$ cat src/shared/frame_protect_regs.svh
// Offsets, field positions, reset values and address ranges of the decoder
`ifndef FRAME_PROTECT_REGS_SVH
`define FRAME_PROTECT_REGS_SVH

// ----------------------------------------------------------------
// Peripheral frames (22-bit word addresses)
// ----------------------------------------------------------------
`define FR0_LO 22'h000800
`define FR0_HI 22'h000fff
`define FR1_LO 22'h006000
`define FR1_HI 22'h006fff
`define FR2_LO 22'h007000
`define FR2_HI 22'h007fff

// ----------------------------------------------------------------
// Guarded regions inside frame zero
// ----------------------------------------------------------------
`define EMU_LO 22'h000800
`define EMU_HI 22'h00087f
`define DEVEMU_LO 22'h000880
`define DEVEMU_HI 22'h0009ff
`define FLASH_LO 22'h000a80
`define FLASH_HI 22'h000adf
`define SECREG_LO 22'h000ae0
`define SECREG_HI 22'h000aef

// ----------------------------------------------------------------
// Local register words
// ----------------------------------------------------------------
`define CFG_LO_ADDR 22'h000880
`define CFG_HI_ADDR 22'h000881
`define IDENT_LO_ADDR 22'h000882
`define IDENT_HI_ADDR 22'h000883
`define WIN_BASE_ADDR 22'h000884
`define WIN_SIZE_ADDR 22'h000885

// ----------------------------------------------------------------
// Configuration fields and reset values
// ----------------------------------------------------------------
`define CFG_VECMAP_BIT 3
`define CFG_RSTPIN_BIT 5
`define CFG_ORDER_BIT 19
`define CFG_RW_MASK 32'h0008_8083
`define CFG_ONES 32'h0007_0040
`define CFG_RESET 32'h0008_0003
`define WIN_BASE_RESET 16'h0100
`define WIN_SIZE_RESET 16'h00ff
`define WIN_GRAIN_BITS 6

`endif

$ cat src/shared/frame_protect_pkg.sv
// Types shared by the frame decoder and the protection controller
package frame_protect_pkg;

    // Which peripheral frame an address falls in
    typedef enum logic [1:0] {FR_NONE, FR_ZERO, FR_ONE, FR_TWO} frame_t;

    // Decode result for one word address
    typedef struct packed {
        frame_t frame;
        logic hole;
        logic wprot;
        logic sec_guard;
        logic local_reg;
    } decode_t;

    // One bus access
    typedef struct packed {
        logic write;
        logic wide;
        logic [21:0] addr;
        logic [31:0] wdata;
    } access_t;

    // Downstream channel state
    typedef enum logic [1:0] {DN_IDLE, DN_READ, DN_WRITE} dn_state_t;

endpackage : frame_protect_pkg

$ cat src/logic/frame_decode.sv
// Address decoder for the three peripheral frames
`timescale 1ns/1ns
`include "frame_protect_regs.svh"

module frame_decode
    import frame_protect_pkg::*;
(
    // Word address of the access
    input wire logic [21:0] addr,
    // Decode result
    output decode_t dec
);

    // ----------------------------------------------------------------
    // Populated spans besides the guarded ones: low, high, protected
    // ----------------------------------------------------------------
    localparam int NR = 13;
    localparam logic [44:0] SPAN [NR] = '{
        {22'h000b20, 22'h000b3f, 1'b0},
        {22'h000c00, 22'h000c3f, 1'b0},
        {22'h000ce0, 22'h000cff, 1'b0},
        {22'h000d00, 22'h000dff, 1'b1},
        {22'h006000, 22'h0061ff, 1'b0},
        {22'h007010, 22'h00702f, 1'b1},
        {22'h007040, 22'h00705f, 1'b0},
        {22'h007070, 22'h00707f, 1'b0},
        {22'h0070c0, 22'h0070df, 1'b1},
        {22'h0070e0, 22'h00711f, 1'b0},
        {22'h007400, 22'h00743f, 1'b0},
        {22'h007500, 22'h00753f, 1'b0},
        {22'h007750, 22'h00783f, 1'b0}
    };

    // Frame, hole and guard flags
    always_comb
    begin
        dec = '0;
        if (addr >= `FR0_LO && addr <= `FR0_HI)
            dec.frame = FR_ZERO;
        else if (addr >= `FR1_LO && addr <= `FR1_HI)
            dec.frame = FR_ONE;
        else if (addr >= `FR2_LO && addr <= `FR2_HI)
            dec.frame = FR_TWO;
        dec.hole = (dec.frame != FR_NONE);
        if (addr >= `EMU_LO && addr <= `EMU_HI)
        begin
            dec.hole = 1'b0;
            dec.wprot = 1'b1;
        end
        if (addr >= `CFG_LO_ADDR && addr <= `WIN_SIZE_ADDR)
        begin
            dec.hole = 1'b0;
            dec.local_reg = 1'b1;
        end
        if (addr >= `DEVEMU_LO && addr <= `DEVEMU_HI)
            dec.wprot = 1'b1;
        if (addr >= `FLASH_LO && addr <= `FLASH_HI)
        begin
            dec.hole = 1'b0;
            dec.wprot = 1'b1;
            dec.sec_guard = 1'b1;
        end
        if (addr >= `SECREG_LO && addr <= `SECREG_HI)
        begin
            dec.hole = 1'b0;
            dec.wprot = 1'b1;
        end
        for (int i = 0; i < NR; i++)
        begin
            if (addr >= SPAN[i][44:23] && addr <= SPAN[i][22:1])
            begin
                dec.hole = 1'b0;
                dec.wprot = dec.wprot | SPAN[i][0];
            end
        end
    end

endmodule : frame_decode

$ cat src/logic/peripheral_frame_decode_protect.sv
// Frame decode, write protection and write-read ordering controller
`timescale 1ns/1ns
`include "frame_protect_regs.svh"


module peripheral_frame_decode_protect
    import frame_protect_pkg::*;
#(
    parameter logic [15:0] PART_CODE = 16'h5a3c, // Arbitrary value
    parameter logic [15:0] REV_CODE = 16'h00a7 // Arbitrary value
)
(
    // Clock and reset
    input wire logic ref_clk,
    input wire logic srst,
    // Processor access, held until acknowledged
    input wire logic cpu_req,
    input access_t cpu_acc,
    output logic cpu_ack,
    output logic [31:0] cpu_rdata,
    output logic cpu_rejected,
    // Instruction strobes and status levels
    input wire logic write_allow_instr,
    input wire logic write_disallow_instr,
    input wire logic reset_pin_status,
    input wire logic vector_map_config,
    input wire logic security_locked,
    output logic write_allow,
    // Peripheral side, held until done
    output logic per_req,
    output access_t per_acc,
    input wire logic per_done,
    input wire logic [31:0] per_rdata
);

    // ----------------------------------------------------------------
    // State
    // ----------------------------------------------------------------
    logic allow_q;
    logic [31:0] cfg_q;
    logic [15:0] base_q;
    logic [15:0] size_q;
    logic pw_valid_q;
    access_t pw_q;
    dn_state_t dn_q;
    logic per_req_q;
    access_t per_acc_q;
    logic rd_pend_q;
    logic cpu_ack_q;
    logic [31:0] cpu_rdata_q;
    logic cpu_rejected_q;

    // ----------------------------------------------------------------
    // Decode and access classification
    // ----------------------------------------------------------------
    decode_t dec;
    logic take;
    logic bad_width;
    logic sec_block;
    logic wr_block;
    logic to_per;
    logic in_win;
    logic ordering_protect_enable;
    logic rd_issue;
    logic wr_issue;
    logic wr_post;
    logic [31:0] cfg_view;
    logic [31:0] local_rd;

    frame_decode u_decode (
        .addr(cpu_acc.addr),
        .dec(dec)
    );

    // Access gating
    assign take = cpu_req && !cpu_ack_q && !rd_pend_q;
    assign bad_width = (dec.frame == FR_TWO) && cpu_acc.wide;
    assign sec_block = dec.sec_guard && security_locked;
    assign wr_block = (dec.wprot && !allow_q) || sec_block;
    assign to_per = !dec.hole && !bad_width && !dec.local_reg
        && !sec_block;
    assign ordering_protect_enable = cfg_q[`CFG_ORDER_BIT];
    assign in_win = ((cpu_acc.addr[21:`WIN_GRAIN_BITS] ^ base_q)
        & ~size_q) == 16'h0000;

    // Read may pass a posted write only outside an enabled window
    assign rd_issue = take && !cpu_acc.write && to_per
        && dn_q == DN_IDLE
        && !(ordering_protect_enable && in_win && pw_valid_q);
    assign wr_post = take && cpu_acc.write && to_per && !wr_block
        && !pw_valid_q;
    assign wr_issue = dn_q == DN_IDLE && pw_valid_q && !rd_issue;

    // Configuration view with fixed and live bits
    always_comb
    begin
        cfg_view = (cfg_q & `CFG_RW_MASK) | `CFG_ONES;
        cfg_view[`CFG_VECMAP_BIT] = vector_map_config;
        cfg_view[`CFG_RSTPIN_BIT] = reset_pin_status;
    end

    // Local word read; 32-bit reads take the following word on top
    always_comb
    begin
        logic [21:0] wa;
        logic [15:0] w;
        local_rd = 32'h0000_0000;
        wa = cpu_acc.addr;
        w = 16'h0000;
        for (int k = 0; k < 2; k++)
        begin
            wa = cpu_acc.addr + 22'(k);
            unique case (wa)
                `CFG_LO_ADDR: w = cfg_view[15:0];
                `CFG_HI_ADDR: w = cfg_view[31:16];
                `IDENT_LO_ADDR: w = PART_CODE;
                `IDENT_HI_ADDR: w = REV_CODE;
                `WIN_BASE_ADDR: w = base_q;
                `WIN_SIZE_ADDR: w = size_q;
                default: w = 16'h0000;
            endcase
            if (k == 0)
                local_rd[15:0] = w;
            else if (cpu_acc.wide)
                local_rd[31:16] = w;
        end
        if (!dec.local_reg || bad_width)
            local_rd = 32'h0000_0000;
    end

    // ----------------------------------------------------------------
    // Write-allow state
    // ----------------------------------------------------------------
    // Allow strobe wins when both arrive together
    always_ff @(posedge ref_clk)
    begin
        if (srst)
            allow_q <= 1'b0;
        else if (write_allow_instr)
            allow_q <= 1'b1;
        else if (write_disallow_instr)
            allow_q <= 1'b0;
    end

    // ----------------------------------------------------------------
    // Local registers
    // ----------------------------------------------------------------
    // Word writes; a 32-bit write also fills the following word
    always_ff @(posedge ref_clk)
    begin
        if (srst)
        begin
            cfg_q <= `CFG_RESET;
            base_q <= `WIN_BASE_RESET;
            size_q <= `WIN_SIZE_RESET;
        end
        else if (take && cpu_acc.write && dec.local_reg && !wr_block)
        begin
            for (int k = 0; k < 2; k++)
            begin
                if (k == 0 || cpu_acc.wide)
                begin
                    unique case (cpu_acc.addr + 22'(k))
                        `CFG_LO_ADDR: cfg_q[15:0] <=
                            cpu_acc.wdata[16*k +: 16];
                        `CFG_HI_ADDR: cfg_q[31:16] <=
                            cpu_acc.wdata[16*k +: 16];
                        `WIN_BASE_ADDR: base_q <=
                            cpu_acc.wdata[16*k +: 16];
                        `WIN_SIZE_ADDR: size_q <=
                            cpu_acc.wdata[16*k +: 16];
                        default: ;
                    endcase
                end
            end
        end
    end

    // ----------------------------------------------------------------
    // Posted write buffer
    // ----------------------------------------------------------------
    // One-deep store; emptied when its peripheral write completes
    always_ff @(posedge ref_clk)
    begin
        if (srst)
        begin
            pw_valid_q <= 1'b0;
            pw_q <= '0;
        end
        else if (wr_post)
        begin
            pw_valid_q <= 1'b1;
            pw_q <= cpu_acc;
        end
        else if (dn_q == DN_WRITE && per_done)
            pw_valid_q <= 1'b0;
    end

    // ----------------------------------------------------------------
    // Peripheral channel
    // ----------------------------------------------------------------
    // Frame-one 32-bit words go out as given, even address assumed
    always_ff @(posedge ref_clk)
    begin
        if (srst)
        begin
            dn_q <= DN_IDLE;
            per_req_q <= 1'b0;
            per_acc_q <= '0;
        end
        else
        begin
            unique case (dn_q)
                DN_IDLE:
                begin
                    if (rd_issue)
                    begin
                        dn_q <= DN_READ;
                        per_req_q <= 1'b1;
                        per_acc_q <= cpu_acc;
                    end
                    else if (wr_issue)
                    begin
                        dn_q <= DN_WRITE;
                        per_req_q <= 1'b1;
                        per_acc_q <= pw_q;
                    end
                end
                DN_READ, DN_WRITE:
                begin
                    if (per_done)
                    begin
                        dn_q <= DN_IDLE;
                        per_req_q <= 1'b0;
                    end
                end
                default: dn_q <= DN_IDLE;
            endcase
        end
    end

    // ----------------------------------------------------------------
    // Processor answer
    // ----------------------------------------------------------------
    // Acknowledge local, dropped and posted accesses; finish reads
    always_ff @(posedge ref_clk)
    begin
        if (srst)
        begin
            cpu_ack_q <= 1'b0;
            cpu_rdata_q <= 32'h0000_0000;
            cpu_rejected_q <= 1'b0;
            rd_pend_q <= 1'b0;
        end
        else
        begin
            cpu_ack_q <= 1'b0;
            cpu_rejected_q <= 1'b0;
            if (take && cpu_acc.write)
            begin
                if (!to_per || wr_block)
                begin
                    cpu_ack_q <= 1'b1;
                    cpu_rejected_q <= wr_block;
                end
                else if (wr_post)
                    cpu_ack_q <= 1'b1;
            end
            else if (take && !to_per)
            begin
                cpu_ack_q <= 1'b1;
                cpu_rdata_q <= local_rd;
            end
            else if (rd_issue)
                rd_pend_q <= 1'b1;
            if (rd_pend_q && dn_q == DN_READ && per_done)
            begin
                rd_pend_q <= 1'b0;
                cpu_ack_q <= 1'b1;
                cpu_rdata_q <= per_acc_q.wide ? per_rdata
                    : {16'h0000, per_rdata[15:0]};
            end
        end
    end

    // ----------------------------------------------------------------
    // Outputs
    // ----------------------------------------------------------------
    assign cpu_ack = cpu_ack_q;
    assign cpu_rdata = cpu_rdata_q;
    assign cpu_rejected = cpu_rejected_q;
    assign write_allow = allow_q;
    assign per_req = per_req_q;
    assign per_acc = per_acc_q;

endmodule : peripheral_frame_decode_protect

$ cat config.mk
export PLATFORM = sky130hd
export DESIGN_NAME = peripheral_frame_decode_protect
export DESIGN_NICKNAME = d
export VERILOG_FILES = /design/src/shared/frame_protect_pkg.sv /design/src/logic/frame_decode.sv /design/src/logic/peripheral_frame_decode_protect.sv
export VERILOG_INCLUDE_DIRS = /design/src /design/src/shared
export SDC_FILE = /design/constraint.sdc
export NUM_CORES = 1
export LEC_CHECK = 0
export ABC_CLOCK_PERIOD_IN_PS = 3400
export CORE_MARGIN = 2
export CORE_UTILIZATION = 49
export DETAILED_ROUTE_END_ITERATION = 8
export DONT_BUFFER_PORTS = 1
export PLACE_DENSITY = 0.66
export SLEW_MARGIN = 15
export SYNTH_ARGS = -nofsm -noshare
export SYNTH_HDL_FRONTEND = slang
export SYNTH_SLANG_ARGS = --single-unit
$ cat constraint.sdc
create_clock -name ref_clk -period 3.4 [get_ports ref_clk]
set_input_delay 0.51 -clock ref_clk [delete_from_list [all_inputs] [get_ports ref_clk]]
set_output_delay 0.51 -clock ref_clk [all_outputs]
set_load 0.1 [all_outputs]
Word-level counts from Yosys, hierarchy flattened
Cells that the tools add are included.
- bits of input ports: 97
- memory bits (writable): 0
- memories: 0
- latch bits: 0
- memory bits (read-only): 0
- bits in registers: 216
- shifts and indexed selects: 0
- divide/modulo/power cells: 0
- bitwise logic cells: 6
- $add $sub $neg: 1
- multipliers: 0
- reductions and logical operators: 79
- eq/ne operators: 18
- magnitude comparators: 39
- mux-type cells: 60
- operator list (kind ; number):
    $eq A22 B12 Y1 const B ; 12
    $le A22 B15 Y1 const B ; 11
    $ge A22 B15 Y1 const B ; 10
    $le A22 B12 Y1 const B ; 10
    $mux W32 ; 6
    $pmux W16 S6 ; 2
    $ge A22 B12 Y1 const B ; 8
    $mux W16 ; 11
    $mux W56 ; 2
    $logic_and A1 B1 Y1 ; 47
    $mux W2 ; 21
    $add A22 B1 Y22 const B ; 1
    $and A16 B16 Y16 ; 1
    $logic_not A16 Y1 ; 1
    $not A16 Y16 ; 1
    $xor A16 B16 Y16 ; 1
    $mux W1 ; 15
    $logic_not A1 Y1 ; 13
    $reduce_bool A2 Y1 ; 6
    $reduce_and A2 Y1 ; 3
    $reduce_and A3 Y1 ; 2
    $eq A2 B2 Y1 const B ; 2
    $pmux W2 S2 ; 1
    $reduce_or A2 Y1 ; 2
    10 further kinds ; 14

Depth between registers and ports, before layout
- depth in word-level cells: 35
- gate-level depth with buffers: 13
- gate-level depth less buffers: 9

By module
From an unflattened synthesis, not the netlist that was laid out.
- cell total of the unflattened synthesis: 1228
- area, all modules: 9646.8 sq um
- by module, submodules not included (module ; times used ; seq. area each (sq um) ; area each (sq um) ; cells an instance):
    peripheral_frame_decode_protect ; 1 ; 3783.6 ; 9126.3 ; 1156
    frame_decode ; 1 ; 0.0 ; 520.5 ; 72

Worst setup path after synthesis
No wires, ideal clock.
- path type: input to register
- start point: input cpu_acc[49] in the netlist's numbering
- end point: register pw_q[41] in the netlist's numbering
- data required time: 3272 ps
- arrival time: 3360 ps
- setup slack: -87 ps
- path buffers: 4
- cell stages on the path: 12
- path through: clkbuf_1 -> or4_1 -> buf_2 -> or4_4 -> or4_4 -> a21o_1 -> and4_1 -> o21ai_1 -> buf_4 -> buf_6 -> mux2i_1 -> nor2_1
- cells in the longest elaborated chain, start to end: 30
- elaborated cells between the ends (all ways): 99
- RTL lines (item ; RTL line ; RTL):
    from (decl) ; peripheral_frame_decode_protect.sv:18 ; input access_t cpu_acc,
    $ge A22 B15 Y1 (no source line) or $le A22 B15 Y1 (tied branches) ; n/a ;
    $logic_and A1 B1 Y1 (no source line) ; n/a ;
    $mux W2 ; frame_decode.sv:42 ; else if (addr >= `FR2_LO && addr <= `FR2_HI)
    $mux W2 ; frame_decode.sv:40 ; else if (addr >= `FR1_LO && addr <= `FR1_HI)
    $mux W2 ; frame_decode.sv:38 ; if (addr >= `FR0_LO && addr <= `FR0_HI)
    $reduce_bool A2 Y1 ; frame_decode.sv:44 ; dec.hole = (dec.frame != FR_NONE);
    $mux W2 ; frame_decode.sv:45 ; if (addr >= `EMU_LO && addr <= `EMU_HI)
    $mux W1 ; frame_decode.sv:50 ; if (addr >= `CFG_LO_ADDR && addr <= `WIN_SIZE_ADDR)
    $mux W3 ; frame_decode.sv:57 ; if (addr >= `FLASH_LO && addr <= `FLASH_HI)
    $mux W2 ; frame_decode.sv:63 ; if (addr >= `SECREG_LO && addr <= `SECREG_HI)
    $mux W2 (13 in series) ; frame_decode.sv:70 ; if (addr >= SPAN[i][44:23] && addr <= SPAN[i][22:1])
    $logic_not A1 Y1 ; peripheral_frame_decode_protect.sv:80 ; assign to_per = !dec.hole && !bad_width && !dec.local_reg
    $logic_and A1 B1 Y1 (2 in series) ; peripheral_frame_decode_protect.sv:80 ;
    $logic_and A1 B1 Y1 ; peripheral_frame_decode_protect.sv:81 ; && !sec_block;
    $logic_and A1 B1 Y1 ; peripheral_frame_decode_protect.sv:90 ; assign wr_post = take && cpu_acc.write && to_per && !wr_block
    $logic_and A1 B1 Y1 (*) ; peripheral_frame_decode_protect.sv:90 ;
    $logic_and A1 B1 Y1 (*) ; peripheral_frame_decode_protect.sv:91 ; && !pw_valid_q;
    to (signal assigned) ; peripheral_frame_decode_protect.sv:193 ; pw_q <= cpu_acc;
    to (decl) ; peripheral_frame_decode_protect.sv:44 ; access_t pw_q;
Every way passes the cells marked *; elsewhere a longest branch is shown, timed or not.
A chain may end at the register's enable or synchronous reset.

Worst setup path after layout
- start point: input cpu_acc[53] in the netlist's numbering
- end point: register cpu_rdata_q[19] (netlist: cpu_rdata[19])
- cells in the longest elaborated chain, start to end: 31
- elaborated cells between the ends (all ways): 108
- RTL lines (item ; RTL line ; RTL):
    $ge A22 B15 Y1 (no source line) or $le A22 B15 Y1 (tied branches) ; n/a ;
    $logic_and A1 B1 Y1 (no source line) ; n/a ;
    $mux W2 ; frame_decode.sv:42 ;
    $mux W2 ; frame_decode.sv:40 ;
    $mux W2 ; frame_decode.sv:38 ;
    $reduce_bool A2 Y1 ; frame_decode.sv:44 ;
    $mux W2 ; frame_decode.sv:45 ;
    $mux W1 ; frame_decode.sv:50 ;
    [... 2 more ...] ; n/a ;
    $mux W2 (13 in series) ; frame_decode.sv:70 ;
    $logic_not A1 Y1 ; peripheral_frame_decode_protect.sv:80 ;
    $logic_and A1 B1 Y1 (2 in series) ; peripheral_frame_decode_protect.sv:80 ;
    $logic_and A1 B1 Y1 ; peripheral_frame_decode_protect.sv:81 ;
    $logic_not A1 Y1 ; peripheral_frame_decode_protect.sv:269 ; else if (take && !to_per)
    $logic_and A1 B1 Y1 ; peripheral_frame_decode_protect.sv:269 ;
    $reduce_bool A2 Y1 (no source line) ; n/a ;
    $reduce_and A2 Y1 (no source line) ; n/a ;
    to (signal assigned) ; peripheral_frame_decode_protect.sv:272 ; cpu_rdata_q <= local_rd;
    to (signal assigned) ; peripheral_frame_decode_protect.sv:280 ; cpu_rdata_q <= per_acc_q.wide ? per_rdata
    to (decl) ; peripheral_frame_decode_protect.sv:50 ; logic [31:0] cpu_rdata_q;
Several ways; a longest one is shown, not always the timed one. The select of a mux whose other input is x is not followed.

==> key figures <==
Status
  • Run status: complete, no violations

STA
  • Period utilization: 87.24%
  • Slew Viols, Final: 0
  • Slew margin rel.: 29.54%
  • RSZ-0062 raised after global routing: false
  • Final setup vio count: 0
  • Fmax: 0.3371 GHz
  • Final hold violations: 0
  • Least-Margin Pin Slew: 1.055 ns
  • Fin crit period: 2.966 ns
  • Clock Skew: 0.01368 ns

Detailed routing
  • WL/cell: 22.21 um
  • Via Count: 9248
  • Drt via density: 6.476
  • Routed Antenna Nets: 0
  • Routed WL: 31.72 mm
  • DRT iter0 DRCs: 892
  • # DRC: 0
  • Pre-antenna DRT Iters: 5

Place
  • PortBufs: 0
  • Final GP Congestion: 0.9510
  • Placed cell count: 1396
  • Post-DP HPWL: 22.26 mm
  • DP Area: 0.01018 mm2

Clocking
  • CTS buffer count: 17
  • Cts hold-fix bufs: 0
  • Clock latency on the worst-skew pair: 0.43 ns
  • Clk buf depth: 2
  • Clk Tree Root Cell: clkbuf_16
  • Clock sink count: 189
  • Setup Fix Bufs, Post-CTS: 0
  • Clock transition at path regs: 0.07 ns
  • # resized after CTS: 0
  • TritonCTS clock tree: yes
  • H-tree depth: 4

Power
  • Reg power frac: 53.9%
  • Leak Pwr: 3.793 nW
  • Clk pwr share: 36.2%
  • Maximum vdd drop: 0.0003508 V
  • Sw Share: 33.85%
  • Int Power: 3.585 mW
  • Switching power: 1.835 mW
  • Pwr/cell area: 503.9 mW/mm2
  • Design Power: 5.420 mW
  • Combinational share of power: 9.9%

Logic synthesis
  • Cells after synthesis: 1194
  • Commonest cells in the netlist: 189 x dfxtp_1, 175 x nor2_1, 124 x nand2_1
  • Area contributors post-synth: dfxtp_1 39%, nor2_1 6.7%, mux2i_1 5.8%
  • Netlist Area Pre-Place: 0.009817 mm2
  • Post-synth top area cell: dfxtp_1
  • Top-count cell post-synth: dfxtp_1
  • Seq/Total Area, Yosys: 38.54%
  • Synth async-reset ratio: 0%
  • Post-synth EDFFs: 0
  • Avg Inst Size Synth: 8.222 um2
  • Main synth FF type: dfxtp_1
  • Distinct cell type count after synthesis: 78
  • Post-synth top area share: 38.54%
  • Yosys reg bits: 189
  • Syn Nets: 1294
  • Yosys Warn Count: 0

Global route
  • GRT Total Usage: 29.24%
  • Vias in the first global route: 8644
  • Initial antenna violation count: 0
  • Largest net degree at the start of global routing: 184
  • Total grt overflow: 0
  • First-pass GRT wire length: 50.05 mm

Floorplan
  • IO Count: 189
  • Site Rows: 51
  • Chip height: 145.5 um
  • Core ar.: 0.01959 mm2
  • Die area: 0.02118 mm2
  • Starting Density: 50.11%
  • Width of the die: 145.5 um

Finish
  • Multi-input gate area: 0.005522 mm2
  • Area growth syn-to-layout: 9.572%
  • Finished Layout Cells: 1428
  • Nets: 1250
  • # diodes: 0
  • Fill cells: 1836
  • Seq. cell area: 0.003785 mm2
  • Final instance area: 0.01076 mm2
  • Layout cells sized above 1: 11.52%

Worst setup path
  • Setup CP Type: in2reg
  • Worst r2r path cells: 7
  • Crit path from: cpu_acc[53]
  • CP Capture Type: register
  • Maximum fanout along the worst path: 16
  • RR Startpoint: dn_q[1]
  • CP startpoint kind: primary input
  • CP arrival: 3.34 ns
  • Req. time, crit path: 3.77 ns

Worst hold path
  • Min-Delay Startpoint: srst
  • Worst min path class: in2reg
  • Hold Crit Depth: 1

Run
  • Max_cap viols: 0
sequential cells by signal (all words and copies together), names as in the netlist, 2 cells and up:
register / flops
size_q: 16
cpu_rdata: 32
cfg_q: 5
base_q: 16
pw_q: 56
dn_q: 2
per_acc: 56
cells in the final DEF, fill, tap and decap left out, types with 10 or more instances in the layout:
master     instances
dfxtp_1          188
a2bb2oi_1         10
clkbuf_16         17
a311oi_1          55
buf_4             48
a211oi_1          19
o21ai_0           22
nand2_1          123
inv_1             12
nand4_1           12
a221oi_1          12
nor3_1            30
nand3_1           72
nor2_1           175
mux2i_1           57
a21oi_1           33
nor4_1            15
a22oi_1           15
o22ai_1           43
xnor2_1           17
layer usage:
metal | vias to the layer above | wire (um) | share of wire (%) | GRT usage [%]
met5 | - | 0 | 0 | 0
met1 | 4413 | 13340 | 42 | 39.28
met2 | 425 | 14730 | 46 | 46.11
met3 | 63 | 2839 | 8.9 | 7.241
li1 | 4347 | - | - | -
met4 | 0 | 813 | 2.6 | 9.951
cell families (layout without fill, tap and decap cells):
kind of cell / after synthesis / after routing / synth area share, %
muxes: 58 / 58 / 5.927
DFF: 189 / 189 / 38.54
adders and majority gates: 3 / 3 / 0.3824
buffers and inverters: 130 / 99 / 5.825
xor gates and xnor gates: 18 / 18 / 1.606
AOI/OAI and AO/OA: 307 / 307 / 24.57
and+or+nand+nor: 489 / 489 / 23.15
critical path, cell delays in order:
cell and delay, ns:
or4_1 0.55, or4_4 0.50, or4_4 0.58, a211oi_4 0.29, nand4_4 0.29, a2bb2oi_1 0.22, nor4_1 0.24, a31o_1 0.14
final cells by class:
cell class	count	share of cell area, %
Multi-Input combinational cell	875	51.33
Sequential cell	189	35.19
Timing Repair Buffer	55	4.653
Clock buffer	19	4.118
Tap cell	265	3.082
Clock inverter	13	1.210
Inverter	12	0.4187
through the flow:
stage               TNS, ns  utilization, %  setup slack [ns]  hold slack, ns
floorplan           -0.2499               -          -0.03391          0.4266
global placement          0           51.96           0.05093          0.4318
detailed placement        0           51.96           0.02408          0.4404
CTS                       0           54.88            0.4692          0.1547
global route              0           54.91            0.2500          0.1554
finish                    0           54.91            0.4337          0.1696
path summary, 6_finish.rpt:
| kind | to | slack, ns |
|---|---|---|
| worst max-delay path | cpu_rdata[19] | 0.43 |
| worst min-delay path | cfg_q[7] | 0.17 |
| worst max register to register | cpu_rdata[19] | 1.00 |
| worst min register to register | pw_q[55] | 0.45 |
power groups by stage:
stage / Clock [mW] / Combinational (mW) / Sequential (mW)
after detailed placement: 0 / 0.535 / 2.97
final: 1.96 / 0.537 / 2.92
after global routing: 2.08 / 0.591 / 2.93
after global placement: 0 / 0.525 / 2.97
after floorplan: 0 / 0.458 / 2.97
after CTS: 1.99 / 0.536 / 2.92
(Power assumes the default switching activity.)
